==> src/hw/adc_ctrl_pkg.sv <==
package adc_ctrl_pkg;
	// Printed register locations and the word index used on the bus
	localparam logic [31:0] CTRL_OFS  = 32'h50001500;
	localparam logic [31:0] CTRL2_OFS = 32'h50001502;
	localparam logic [31:0] CLR_OFS   = 32'h50001508;
	localparam logic [31:0] RES_OFS   = 32'h5000150A;
	localparam logic [31:0] DLY2_OFS  = 32'h5000150E;
	localparam logic [2:0]  IDX_CTRL  = 3'((CTRL_OFS - CTRL_OFS) >> 1);
	localparam logic [2:0]  IDX_CTRL2 = 3'((CTRL2_OFS - CTRL_OFS) >> 1);
	localparam logic [2:0]  IDX_CLR   = 3'((CLR_OFS - CTRL_OFS) >> 1);
	localparam logic [2:0]  IDX_RES   = 3'((RES_OFS - CTRL_OFS) >> 1);
	localparam logic [2:0]  IDX_DLY2  = 3'((DLY2_OFS - CTRL_OFS) >> 1);

	// Control register bit positions
	localparam int B_ZERO  = 15;
	localparam int B_LDO   = 14;
	localparam int B_CHOP  = 13;
	localparam int B_MUTE  = 12;
	localparam int B_SE    = 11;
	localparam int B_SIGN  = 10;
	localparam int B_SELHI = 9;
	localparam int B_SELLO = 6;
	localparam int B_MINT  = 5;
	localparam int B_INT   = 4;
	localparam int B_CLK   = 3;
	localparam int B_START = 1;
	localparam int B_EN    = 0;
	// Second control register bit positions
	localparam int B_I20U  = 3;
	localparam int B_IDYN  = 2;
	localparam int B_ATTN  = 1;
	localparam int B_DELAY = 0;

	// Writable masks and reset values
	localparam logic [15:0] CTRL_WMASK  = 16'hFFE9;
	localparam logic [15:0] CTRL2_WMASK = 16'h000F;
	localparam logic [15:0] DLY2_WMASK  = 16'hFFFF;
	localparam logic [15:0] CTRL_RST    = 16'h0000;
	localparam logic [3:0]  CTRL2_RST   = 4'h0;
	localparam logic [15:0] DLY2_RST    = 16'h8880;
	localparam logic [3:0]  SEL_LAST    = 4'h9;
	localparam logic [3:0]  SEL_PAIR0   = 4'h0;
	localparam logic [3:0]  SEL_PAIR1   = 4'h1;

	// One step of the enable delay setting, in ns, and in clock cycles
	localparam int TICK_NS  = 125;
	localparam int CLK_NS   = 8;
	localparam int TICK_CYC = (TICK_NS + CLK_NS - 1) / CLK_NS;
	localparam int TICK_W   = $clog2(TICK_CYC + 1);

	typedef enum logic [1:0] {
		ST_IDLE = 2'h0,
		ST_REQ  = 2'h1,
		ST_REL  = 2'h3,
		ST_FIN  = 2'h2
	} conv_state_e;
endpackage

==> src/hw/adc_control_registers.sv <==
// Overview of operation
// RULE_01 - Bit 15 forces regulator output to zero; bit 14 turns regulator on.
// RULE_02 - Chopping takes two samples of opposite polarity to cancel offset.
// RULE_03 - Bit 12 makes the converter sample at mid-scale.
// RULE_04 - Bit 11 picks differential (0) or single-ended (1) conversion.
// RULE_05 - Bit 10 inverts sign at converter input and output.
// RULE_06 - Single-ended selector 0-3 picks port pins, 4-9 supply nodes.
// RULE_07 - Differential selector 0 gives pins 0/1, anything else pins 2/3.
// RULE_08 - Software sets the input selector before writing the start bit.
// RULE_09 - Bit 5 masks (0) or passes (1) the done interrupt.
// RULE_10 - Read-only bit 4 rises when a conversion completes.
// RULE_11 - Done flag stays until software writes the clear register.
// RULE_12 - Bit 3 picks internal fast clock (0) or system clock (1).
// RULE_13 - Writing 1 to bit 1 starts a conversion; reading 0 means ready.
// RULE_14 - At the end the start bit clears and the done flag sets together.
// RULE_15 - Bit 0 low keeps the converter disabled and held in reset.
// RULE_16 - Second register bit 3 adds a constant regulator load.
// RULE_17 - Second register bit 2 enables a dynamic regulator load.
// RULE_18 - Second register bit 1 enables the threefold input attenuator.
// RULE_19 - Second register bit 0 enables delayed sequencing; hardware never clears it.
// RULE_20 - Software toggles the delay enable before every sampling.
// RULE_21 - Any write to the clear register clears the flag; reads give zero.
// RULE_22 - Result register holds the last 10-bit conversion value.
// RULE_23 - With delay on, converter enable trails regulator enable by setting.
// RULE_24 - Reserved bits and the test bit read zero and ignore writes.
// RULE_25 - Interrupt output is the done flag ANDed with the mask bit.
`timescale 1ns/1ps
module adc_control_registers #(
	parameter int RES_W = 10
) (
	input  wire logic              clk,                    // System clock
	input  wire logic              rst_b,                  // Sync reset
	input  wire logic [2:0]        address,                // Word index
	input  wire logic              read,                   // Read request
	input  wire logic              write,                  // Write request
	input  wire logic [31:0]       writedata,              // Write data
	input  wire logic [3:0]        byteenable,             // Byte lanes
	output logic      [31:0]       readdata,               // Read data
	output logic                   waitrequest,            // Bus stall
	input  wire logic              core_done,              // Core done level
	input  wire logic [RES_W-1:0]  core_data,              // Core sample
	output logic                   core_start,             // Sample request
	output logic                   regulator_force_zero,   // Regulator 0 V
	output logic                   regulator_on,           // Regulator on
	output logic                   offset_chopping,        // Chop mode
	output logic                   midscale_sample,        // Mid-scale
	output logic                   single_ended_select,    // Input mode
	output logic                   polarity_invert,        // Sign now
	output logic      [3:0]        route_code,             // Mux route
	output logic                   route_valid,            // Route legal
	output logic                   converter_clock_source, // Clock pick
	output logic                   converter_enable,       // Core enable
	output logic                   converter_reset_b,      // Core reset
	output logic                   constant_load_enable,   // Fixed load
	output logic                   dynamic_load_enable,    // Dynamic load
	output logic                   triple_attenuator_enable, // Attenuator
	output logic                   delay_function_enable,  // Delay mode
	output logic                   irq                     // Done interrupt
);

	// Refuse result widths the register layout cannot hold
	if (RES_W < 1 || RES_W > 16) begin : g_chk
		$error("RES_W must be 1 to 16");
	end

	typedef struct packed {
		logic [15:0]                ctrl;
		logic [3:0]                 ctrl2;
		logic [15:0]                dly;
		logic [RES_W-1:0]           result;
		adc_ctrl_pkg::conv_state_e  st;
		logic                       pass;
		logic [RES_W-1:0]           first;
		logic [7:0]                 dcnt;
		logic [adc_ctrl_pkg::TICK_W-1:0] tcnt;
		logic                       en_out;
		logic                       start_out;
		logic                       wait_r;
		logic [31:0]                rdata;
		logic                       irq;
		logic [1:0]                 done_s;
		logic [2*RES_W-1:0]         data_s;
		logic [3:0]                 route;
		logic                       route_ok;
		logic                       pol;
	} state_s;

	state_s          s_r;
	state_s          s_nxt;
	logic            wr_ok;
	logic            rd_take;
	logic            clr_hit;
	logic            sw_start;
	logic [RES_W-1:0] sample;
	logic [3:0]      sel;
	logic [RES_W:0]  sum;

	// Byte-lane merge of a write into a register
	function automatic logic [15:0] merge16(input logic [15:0] o,
		input logic [15:0] w, input logic [15:0] m, input logic [1:0] be);
		logic [15:0] k;
		k = {{8{be[1]}}, {8{be[0]}}} & m;
		return (o & ~k) | (w & k);
	endfunction

	// Bus handshake terms and synchronised core sample
	assign wr_ok    = write & ~s_r.wait_r;
	assign rd_take  = read & s_r.wait_r;
	assign clr_hit  = wr_ok && (address == adc_ctrl_pkg::IDX_CLR);
	assign sw_start = wr_ok && (address == adc_ctrl_pkg::IDX_CTRL)
		&& byteenable[0] && writedata[adc_ctrl_pkg::B_START];
	assign sample   = s_r.data_s[2*RES_W-1:RES_W];
	assign sum      = {1'b0, s_r.first} + {1'b0, sample};

	// Next state of the whole block
	always_comb begin
		s_nxt = s_r;
		sel = s_r.ctrl[adc_ctrl_pkg::B_SELHI:adc_ctrl_pkg::B_SELLO];
		s_nxt.done_s = {s_r.done_s[0], core_done};
		s_nxt.data_s = {s_r.data_s[RES_W-1:0], core_data};
		s_nxt.wait_r = ~((read | write) & s_r.wait_r);

		// Register writes; reserved and read-only bits keep their value
		if (wr_ok && address == adc_ctrl_pkg::IDX_CTRL) begin
			s_nxt.ctrl = merge16(s_r.ctrl, writedata[15:0],
				adc_ctrl_pkg::CTRL_WMASK, byteenable[1:0]); // RULE_24
		end
		if (sw_start) begin
			s_nxt.ctrl[adc_ctrl_pkg::B_START] = 1'b1; // RULE_13
		end
		if (wr_ok && address == adc_ctrl_pkg::IDX_CTRL2) begin
			s_nxt.ctrl2 = 4'(merge16({12'h000, s_r.ctrl2}, writedata[15:0],
				adc_ctrl_pkg::CTRL2_WMASK, byteenable[1:0])); // RULE_19
		end
		if (wr_ok && address == adc_ctrl_pkg::IDX_DLY2) begin
			s_nxt.dly = merge16(s_r.dly, writedata[15:0],
				adc_ctrl_pkg::DLY2_WMASK, byteenable[1:0]);
		end
		if (clr_hit) begin
			s_nxt.ctrl[adc_ctrl_pkg::B_INT] = 1'b0; // RULE_11
		end

		// Enable delay counter runs while the regulator is on
		if (!s_r.ctrl[adc_ctrl_pkg::B_LDO]) begin
			s_nxt.dcnt = 8'h00;
			s_nxt.tcnt = '0;
		end else if (s_r.dcnt != 8'hFF) begin
			if (s_r.tcnt == adc_ctrl_pkg::TICK_W'(adc_ctrl_pkg::TICK_CYC - 1))
			begin
				s_nxt.tcnt = '0;
				s_nxt.dcnt = s_r.dcnt + 8'h01;
			end else begin
				s_nxt.tcnt = s_r.tcnt + adc_ctrl_pkg::TICK_W'(1);
			end
		end
		if (s_r.ctrl2[adc_ctrl_pkg::B_DELAY]) begin
			s_nxt.en_out = s_r.ctrl[adc_ctrl_pkg::B_EN]
				&& s_r.ctrl[adc_ctrl_pkg::B_LDO]
				&& (s_r.dcnt >= s_r.dly[7:0]); // RULE_23
		end else begin
			s_nxt.en_out = s_r.ctrl[adc_ctrl_pkg::B_EN]; // RULE_15
		end

		// Conversion sequence; chopping runs two passes
		case (s_r.st)
			adc_ctrl_pkg::ST_IDLE: begin
				s_nxt.pass = 1'b0;
				if (s_r.ctrl[adc_ctrl_pkg::B_START] && s_r.en_out) begin
					s_nxt.st = adc_ctrl_pkg::ST_REQ; // RULE_13
				end
			end
			adc_ctrl_pkg::ST_REQ: begin
				s_nxt.start_out = 1'b1;
				if (s_r.done_s[1]) begin
					s_nxt.start_out = 1'b0;
					s_nxt.st = adc_ctrl_pkg::ST_REL;
					if (!s_r.pass) begin
						s_nxt.first = sample;
						if (!s_r.ctrl[adc_ctrl_pkg::B_CHOP]) begin
							s_nxt.result = sample; // RULE_22
						end
					end else begin
						s_nxt.result = sum[RES_W:1]; // RULE_02
					end
				end
			end
			adc_ctrl_pkg::ST_REL: begin
				if (!s_r.done_s[1]) begin
					if (s_r.ctrl[adc_ctrl_pkg::B_CHOP] && !s_r.pass) begin
						s_nxt.pass = 1'b1; // RULE_02
						s_nxt.st = adc_ctrl_pkg::ST_REQ;
					end else begin
						s_nxt.st = adc_ctrl_pkg::ST_FIN;
					end
				end
			end
			adc_ctrl_pkg::ST_FIN: begin
				s_nxt.ctrl[adc_ctrl_pkg::B_START] = sw_start; // RULE_14
				s_nxt.ctrl[adc_ctrl_pkg::B_INT] = 1'b1; // RULE_10
				s_nxt.st = adc_ctrl_pkg::ST_IDLE;
			end
			default: begin
				s_nxt.st = adc_ctrl_pkg::ST_IDLE;
			end
		endcase

		// Disabled converter drops any conversion in progress
		if (!s_nxt.ctrl[adc_ctrl_pkg::B_EN]) begin
			s_nxt.st = adc_ctrl_pkg::ST_IDLE; // RULE_15
			s_nxt.start_out = 1'b0;
			s_nxt.pass = 1'b0;
			s_nxt.ctrl[adc_ctrl_pkg::B_START] = 1'b0;
		end

		// Input routing towards the multiplexer
		if (s_r.ctrl[adc_ctrl_pkg::B_SE]) begin
			s_nxt.route = sel; // RULE_06
			s_nxt.route_ok = (sel <= adc_ctrl_pkg::SEL_LAST);
		end else begin
			s_nxt.route = (sel == adc_ctrl_pkg::SEL_PAIR0) ?
				adc_ctrl_pkg::SEL_PAIR0 : adc_ctrl_pkg::SEL_PAIR1; // RULE_07
			s_nxt.route_ok = 1'b1;
		end

		// Sign for the current pass and the gated interrupt
		s_nxt.pol = s_nxt.ctrl[adc_ctrl_pkg::B_SIGN]
			^ (s_nxt.ctrl[adc_ctrl_pkg::B_CHOP] & s_nxt.pass); // RULE_05
		s_nxt.irq = s_nxt.ctrl[adc_ctrl_pkg::B_INT]
			& s_nxt.ctrl[adc_ctrl_pkg::B_MINT]; // RULE_09 RULE_25

		// Read data is loaded on the same edge that drops waitrequest
		if (rd_take) begin
			case (address)
				adc_ctrl_pkg::IDX_CTRL:  s_nxt.rdata = {16'h0000, s_r.ctrl};
				adc_ctrl_pkg::IDX_CTRL2: s_nxt.rdata = {28'h0000000, s_r.ctrl2};
				adc_ctrl_pkg::IDX_RES:
					s_nxt.rdata = 32'({s_r.result}); // RULE_22
				adc_ctrl_pkg::IDX_DLY2:  s_nxt.rdata = {16'h0000, s_r.dly};
				default:                 s_nxt.rdata = 32'h00000000; // RULE_21
			endcase
		end
	end

	// State register
	always_ff @(posedge clk) begin
		if (!rst_b) begin
			s_r <= '0;
			s_r.ctrl <= adc_ctrl_pkg::CTRL_RST;
			s_r.ctrl2 <= adc_ctrl_pkg::CTRL2_RST;
			s_r.dly <= adc_ctrl_pkg::DLY2_RST;
			s_r.st <= adc_ctrl_pkg::ST_IDLE;
			s_r.wait_r <= 1'b1;
		end else begin
			s_r <= s_nxt;
		end
	end

	// Outputs straight from the state register
	assign readdata                 = s_r.rdata;
	assign waitrequest              = s_r.wait_r;
	assign core_start               = s_r.start_out;
	assign regulator_force_zero     = s_r.ctrl[adc_ctrl_pkg::B_ZERO]; // RULE_01
	assign regulator_on             = s_r.ctrl[adc_ctrl_pkg::B_LDO]; // RULE_01
	assign offset_chopping          = s_r.ctrl[adc_ctrl_pkg::B_CHOP];
	assign midscale_sample          = s_r.ctrl[adc_ctrl_pkg::B_MUTE]; // RULE_03
	assign single_ended_select      = s_r.ctrl[adc_ctrl_pkg::B_SE]; // RULE_04
	assign polarity_invert          = s_r.pol;
	assign route_code               = s_r.route;
	assign route_valid              = s_r.route_ok;
	assign converter_clock_source   = s_r.ctrl[adc_ctrl_pkg::B_CLK]; // RULE_12
	assign converter_enable         = s_r.en_out;
	assign converter_reset_b        = s_r.en_out; // RULE_15
	assign constant_load_enable     = s_r.ctrl2[adc_ctrl_pkg::B_I20U]; // RULE_16
	assign dynamic_load_enable      = s_r.ctrl2[adc_ctrl_pkg::B_IDYN]; // RULE_17
	assign triple_attenuator_enable = s_r.ctrl2[adc_ctrl_pkg::B_ATTN]; // RULE_18
	assign delay_function_enable    = s_r.ctrl2[adc_ctrl_pkg::B_DELAY];
	assign irq                      = s_r.irq;

	// Checks
	irq_gate_a: assert property (@(posedge clk) disable iff (!rst_b) // RULE_25
		irq == (s_r.ctrl[adc_ctrl_pkg::B_INT] & s_r.ctrl[adc_ctrl_pkg::B_MINT]))
		else $error("irq differs from flag and mask");
	done_update_a: assert property (@(posedge clk) disable iff (!rst_b) // RULE_14
		s_r.st == adc_ctrl_pkg::ST_FIN && !sw_start |=>
		s_r.ctrl[adc_ctrl_pkg::B_INT] && !s_r.ctrl[adc_ctrl_pkg::B_START])
		else $error("finish did not clear start and set flag");
	flag_clear_a: assert property (@(posedge clk) disable iff (!rst_b) // RULE_11
		clr_hit && s_r.st != adc_ctrl_pkg::ST_FIN |=>
		!s_r.ctrl[adc_ctrl_pkg::B_INT])
		else $error("clear write left flag set");
	clr_reads_zero_a: assert property (@(posedge clk) disable iff (!rst_b)
		read && !waitrequest && $past(address) == adc_ctrl_pkg::IDX_CLR
		|-> readdata == 32'h00000000) // RULE_21
		else $error("clear register read not zero");
	disable_hold_a: assert property (@(posedge clk) disable iff (!rst_b)
		!s_r.ctrl[adc_ctrl_pkg::B_EN] |=> !converter_reset_b && !core_start)
		else $error("disabled converter not held in reset"); // RULE_15
	delay_wait_a: assert property (@(posedge clk) disable iff (!rst_b)
		$rose(regulator_on) && delay_function_enable && s_r.dly[7:0] != 8'h00
		|=> !converter_enable [*2]) // RULE_23
		else $error("enable came before delay");
	// Route is judged against the selector that produced it, a cycle back
	route_diff_a: assert property (@(posedge clk) disable iff (!rst_b)
		!single_ended_select && $stable(s_r.ctrl) |=> route_code ==
		(($past(s_r.ctrl[adc_ctrl_pkg::B_SELHI:adc_ctrl_pkg::B_SELLO])
		== adc_ctrl_pkg::SEL_PAIR0) ?
		adc_ctrl_pkg::SEL_PAIR0 : adc_ctrl_pkg::SEL_PAIR1)) // RULE_07
		else $error("differential route wrong");
	route_se_a: assert property (@(posedge clk) disable iff (!rst_b)
		single_ended_select && $stable(s_r.ctrl) |=>
		route_code
		== $past(s_r.ctrl[adc_ctrl_pkg::B_SELHI:adc_ctrl_pkg::B_SELLO])
		&& route_valid
		== ($past(s_r.ctrl[adc_ctrl_pkg::B_SELHI:adc_ctrl_pkg::B_SELLO])
		<= adc_ctrl_pkg::SEL_LAST)) // RULE_06
		else $error("single-ended route wrong");
	// Reserved bits of the second register never show on the bus
	reserved_zero_a: assert property (@(posedge clk) disable iff (!rst_b)
		read && !waitrequest
		&& $past(address) == adc_ctrl_pkg::IDX_CTRL2
		|-> readdata[31:4] == 28'h0000000
		&& s_r.ctrl[2] == 1'b0) // RULE_24
		else $error("reserved bit set");
	polarity_now_a: assert property (@(posedge clk) disable iff (!rst_b)
		polarity_invert == (s_r.ctrl[adc_ctrl_pkg::B_SIGN]
		^ (s_r.ctrl[adc_ctrl_pkg::B_CHOP] & s_r.pass))) // RULE_05
		else $error("polarity output wrong");
endmodule

==> config.mk <==
export PLATFORM = sky130hd
export DESIGN_NAME = adc_control_registers
export DESIGN_NICKNAME = d
export VERILOG_FILES = /design/src/hw/adc_ctrl_pkg.sv /design/src/hw/adc_control_registers.sv
export SDC_FILE = /design/constraint.sdc
export NUM_CORES = 1
export LEC_CHECK = 0
export BUFFER_PORTS_ARGS = -buffer_cell sky130_fd_sc_hd__buf_2
export CORE_ASPECT_RATIO = 0.75
export CORE_MARGIN = 2
export CORE_UTILIZATION = 50
export DETAILED_ROUTE_END_ITERATION = 7
export PLACE_DENSITY_LB_ADDON = 0.1
export SYNTH_ARGS = -nofsm -noshare
export SYNTH_HDL_FRONTEND = slang
export SYNTH_SLANG_ARGS = --single-unit
==> constraint.sdc <==
create_clock -name clk -period 1.9 [get_ports clk]
set_input_delay 0.095 -clock clk [delete_from_list [all_inputs] [get_ports clk]]
set_output_delay 0.095 -clock clk [all_outputs]
set_load 0.02 [all_outputs]
==> flow_summary.json <==
{
  "io_buffers": 72,
  "crit_type": "reg -> reg",
  "area_delta_synth_final_pct": 24.72,
  "grt_max_degree": 45,
  "nNetsFinal": 781,
  "design_area_um2": 7020,
  "synthXorXnorAreaFrac": 0.01867,
  "vias": 4381,
  "hold-worst-slack_ns": -0.005855,
  "cts.sinks": 119,
  "drcViolationCount": 0,
  "power.total_mw": 6.446,
  "n_antenna_cell": 0,
  "htree_levels": 4,
  "gp_congestion": 0.8849,
  "arrival_ns": 2.11,
  "synth_area_leaders": "dfxtp_1, mux2i_1, ha_1",
  "synth.top_cell.area_share": 0.4232,
  "synth_compound_area_frac": 0.1311,
  "ys_ff_latch": 119,
  "endpoint_kind": "flip-flop",
  "postRouteAntennaNets": 0,
  "drt-pass1-iter-count": 5,
  "synth_top_area_cell": "dfxtp_1",
  "die_w_um": 126.5,
  "dpl.cell_count": 795,
  "status": "finished with violations",
  "synthAdderAreaFrac": 0.05690,
  "wirelength_um": 12890,
  "synth-simple-area-share": 0.2072,
  "worstPathRequired_ns": 2.20,
  "placed_cell_area_um2": 6040,
  "detail_route.wl_per_cell_um": 15.08,
  "violations": "hold timing",
  "root_buffer": "clkbuf_16",
  "final_cells": 855,
  "drive_gt1_frac": 0.2098,
  "synth-async-reset-ratio": 0,
  "drv_cap": 0,
  "vdd_drop_max_v": 0.0005701,
  "synth_edf_count": 0,
  "ys_warn_count": 0,
  "die_h_um": 95.89,
  "antenna_found_initial": 0,
  "power.density_nw_per_um2": 918.1,
  "synth_cell_types": 53,
  "synth_top_family_by_area": "simple AND/OR/NAND/NOR gates",
  "start_util": 0.5145,
  "cts_tree": "yes",
  "syn_avg_cell_area_um2": 9.289,
  "core-area_um2": 10940,
  "period_share": 0.9541,
  "fmax_mhz": 551.6,
  "synth_mux_area_frac": 0.08224,
  "yosys.cell_count.top_type": "dfxtp_1",
  "hold_viol_final": 1,
  "slew_viol_final": 0,
  "io_pins": 107,
  "postSynthCellCount": 606,
  "clk_path_buf_depth": 2,
  "hold_path_class": "in -> reg",
  "cts_buffers": 17,
  "clkTransAtPathRegs_ns": 0.05,
  "leakagePower_nw": 2.935,
  "grt_pass1_vias": 4196,
  "avgViaCountPerCell": 5.124,
  "synth_common_cells": "dfxtp_1, nand2_1, mux2i_1, buf_4, nor2b_1",
  "synth_ff_type": "dfxtp_1",
  "drt_iter0_drc": 278,
  "num_rows": 33,
  "grt_overflow": 0,
  "grt_use_total": 0.2210,
  "synthesis.area_um2": 5629,
  "ys_seq_area_frac": 0.4232,
  "clk_latency_ns": 0.41,
  "worst_clock_skew_ns": 0.01349,
  "place_hpwl_um": 9279,
  "grt_pass1_wl_um": 20710,
  "rsz0062_at_grt": "no",
  "setup-violations-final": 0,
  "start_kind": "flip-flop",
  "period_needed_ns": 1.813,
  "crit_fanout": 4,
  "dieArea_um2": 12130
}
[repair_timing]
action	CTS	global route
setup buffers	0	0
pin swaps	0	3
hold buffers	28	0
resized for setup	2	10
endpoints found under the setup margin	2	6
cloned	0	0
hold endpoints to repair	37	0
[report_power, final]
group / total [mW] / internal [mW] / switching, mW
Clock: 3.51 / 2.42 / 1.09
Sequential: 2.56 / 2.54 / 0.0219
Combinational: 0.375 / 0.171 / 0.204
[final timing paths]
| path | startpoint | to | slack [ns] | cells after the start |
|---|---|---|---|---|
| worst min-delay path | writedata[10] | flip-flop | -0.006 | 3 |
| worst max register to register | s_r[22]$_SDFF_PN0_ | s_r[98]$_SDFFE_PN0P_ | 0.09 | 7 |
| worst min register to register | s_nxt[23]$_SDFF_PN0_ | s_r[23]$_SDFF_PN0_ | 0.43 | 1 |
| worst max-delay path | s_r[22]$_SDFF_PN0_ | s_r[98]$_SDFFE_PN0P_ | 0.09 | 7 |
[cells by family after synthesis]
| kind of cell | count (synthesis) |
|---|---|
| flops | 119 |
| simple gates | 218 |
| buf+inv | 78 |
| other cells | 1 |
| xor+xnor | 12 |
| fa+ha+maj | 25 |
| mux | 46 |
| compound gates | 107 |
[metrics by stage]
step	utilization	setup TNS [ns]	setup WS, ns
floorplan	-	0	0.02175
global placement	0.5520	0	0.04985
detailed placement	0.5520	-0.01352	-0.01352
CTS	0.6375	0	0.03454
global route	0.6416	0	0.01336
finish	0.6416	0	0.08714
[routing by layer]
metal | global-route usage | vias to the layer above | routed length [µm]
li1 | - | 2240 | -
met5 | 0 | - | 0
met2 | 0.3440 | 90 | 5825
met4 | 0.06685 | 0 | 155
met3 | 0.06837 | 10 | 573
met1 | 0.2966 | 2041 | 6337
[layout make-up]
cell class              count  area, µm²
fillers                   904       3921
multi-input cells         424       2903
flip-flops and latches    119       2385
repair buffers            125      853.3
clock buffers              23      478.0
well taps                 140      175.2
clock inverters             9      170.2
inverters                  15      56.30
[placed cells by master (no fill, tap or decap), types with 10 or more instances in the layout]
cell type	n
buf_2	72
nand3_1	11
nand2_1	57
clkbuf_16	17
a21oi_1	20
ha_1	22
nor2b_1	37
mux2i_1	44
nor2_1	34
o21ai_0	14
a21boi_0	17
o211ai_1	12
dlygate4sd3_1	28
buf_4	23
dfxtp_1	117
inv_1	15
and2_1	25
conb_1	16
xor2_1	10
[critical path, cell delays in order (launching register included)]
cell and delay (ns):
dfxtp_1 0.40, ha_4 0.23, buf_4 0.14, nand2_1 0.07, o21ai_0 0.12, o211ai_1 0.23, mux2_2 0.35, and3_1 0.16
(Power assumes the default switching activity.)
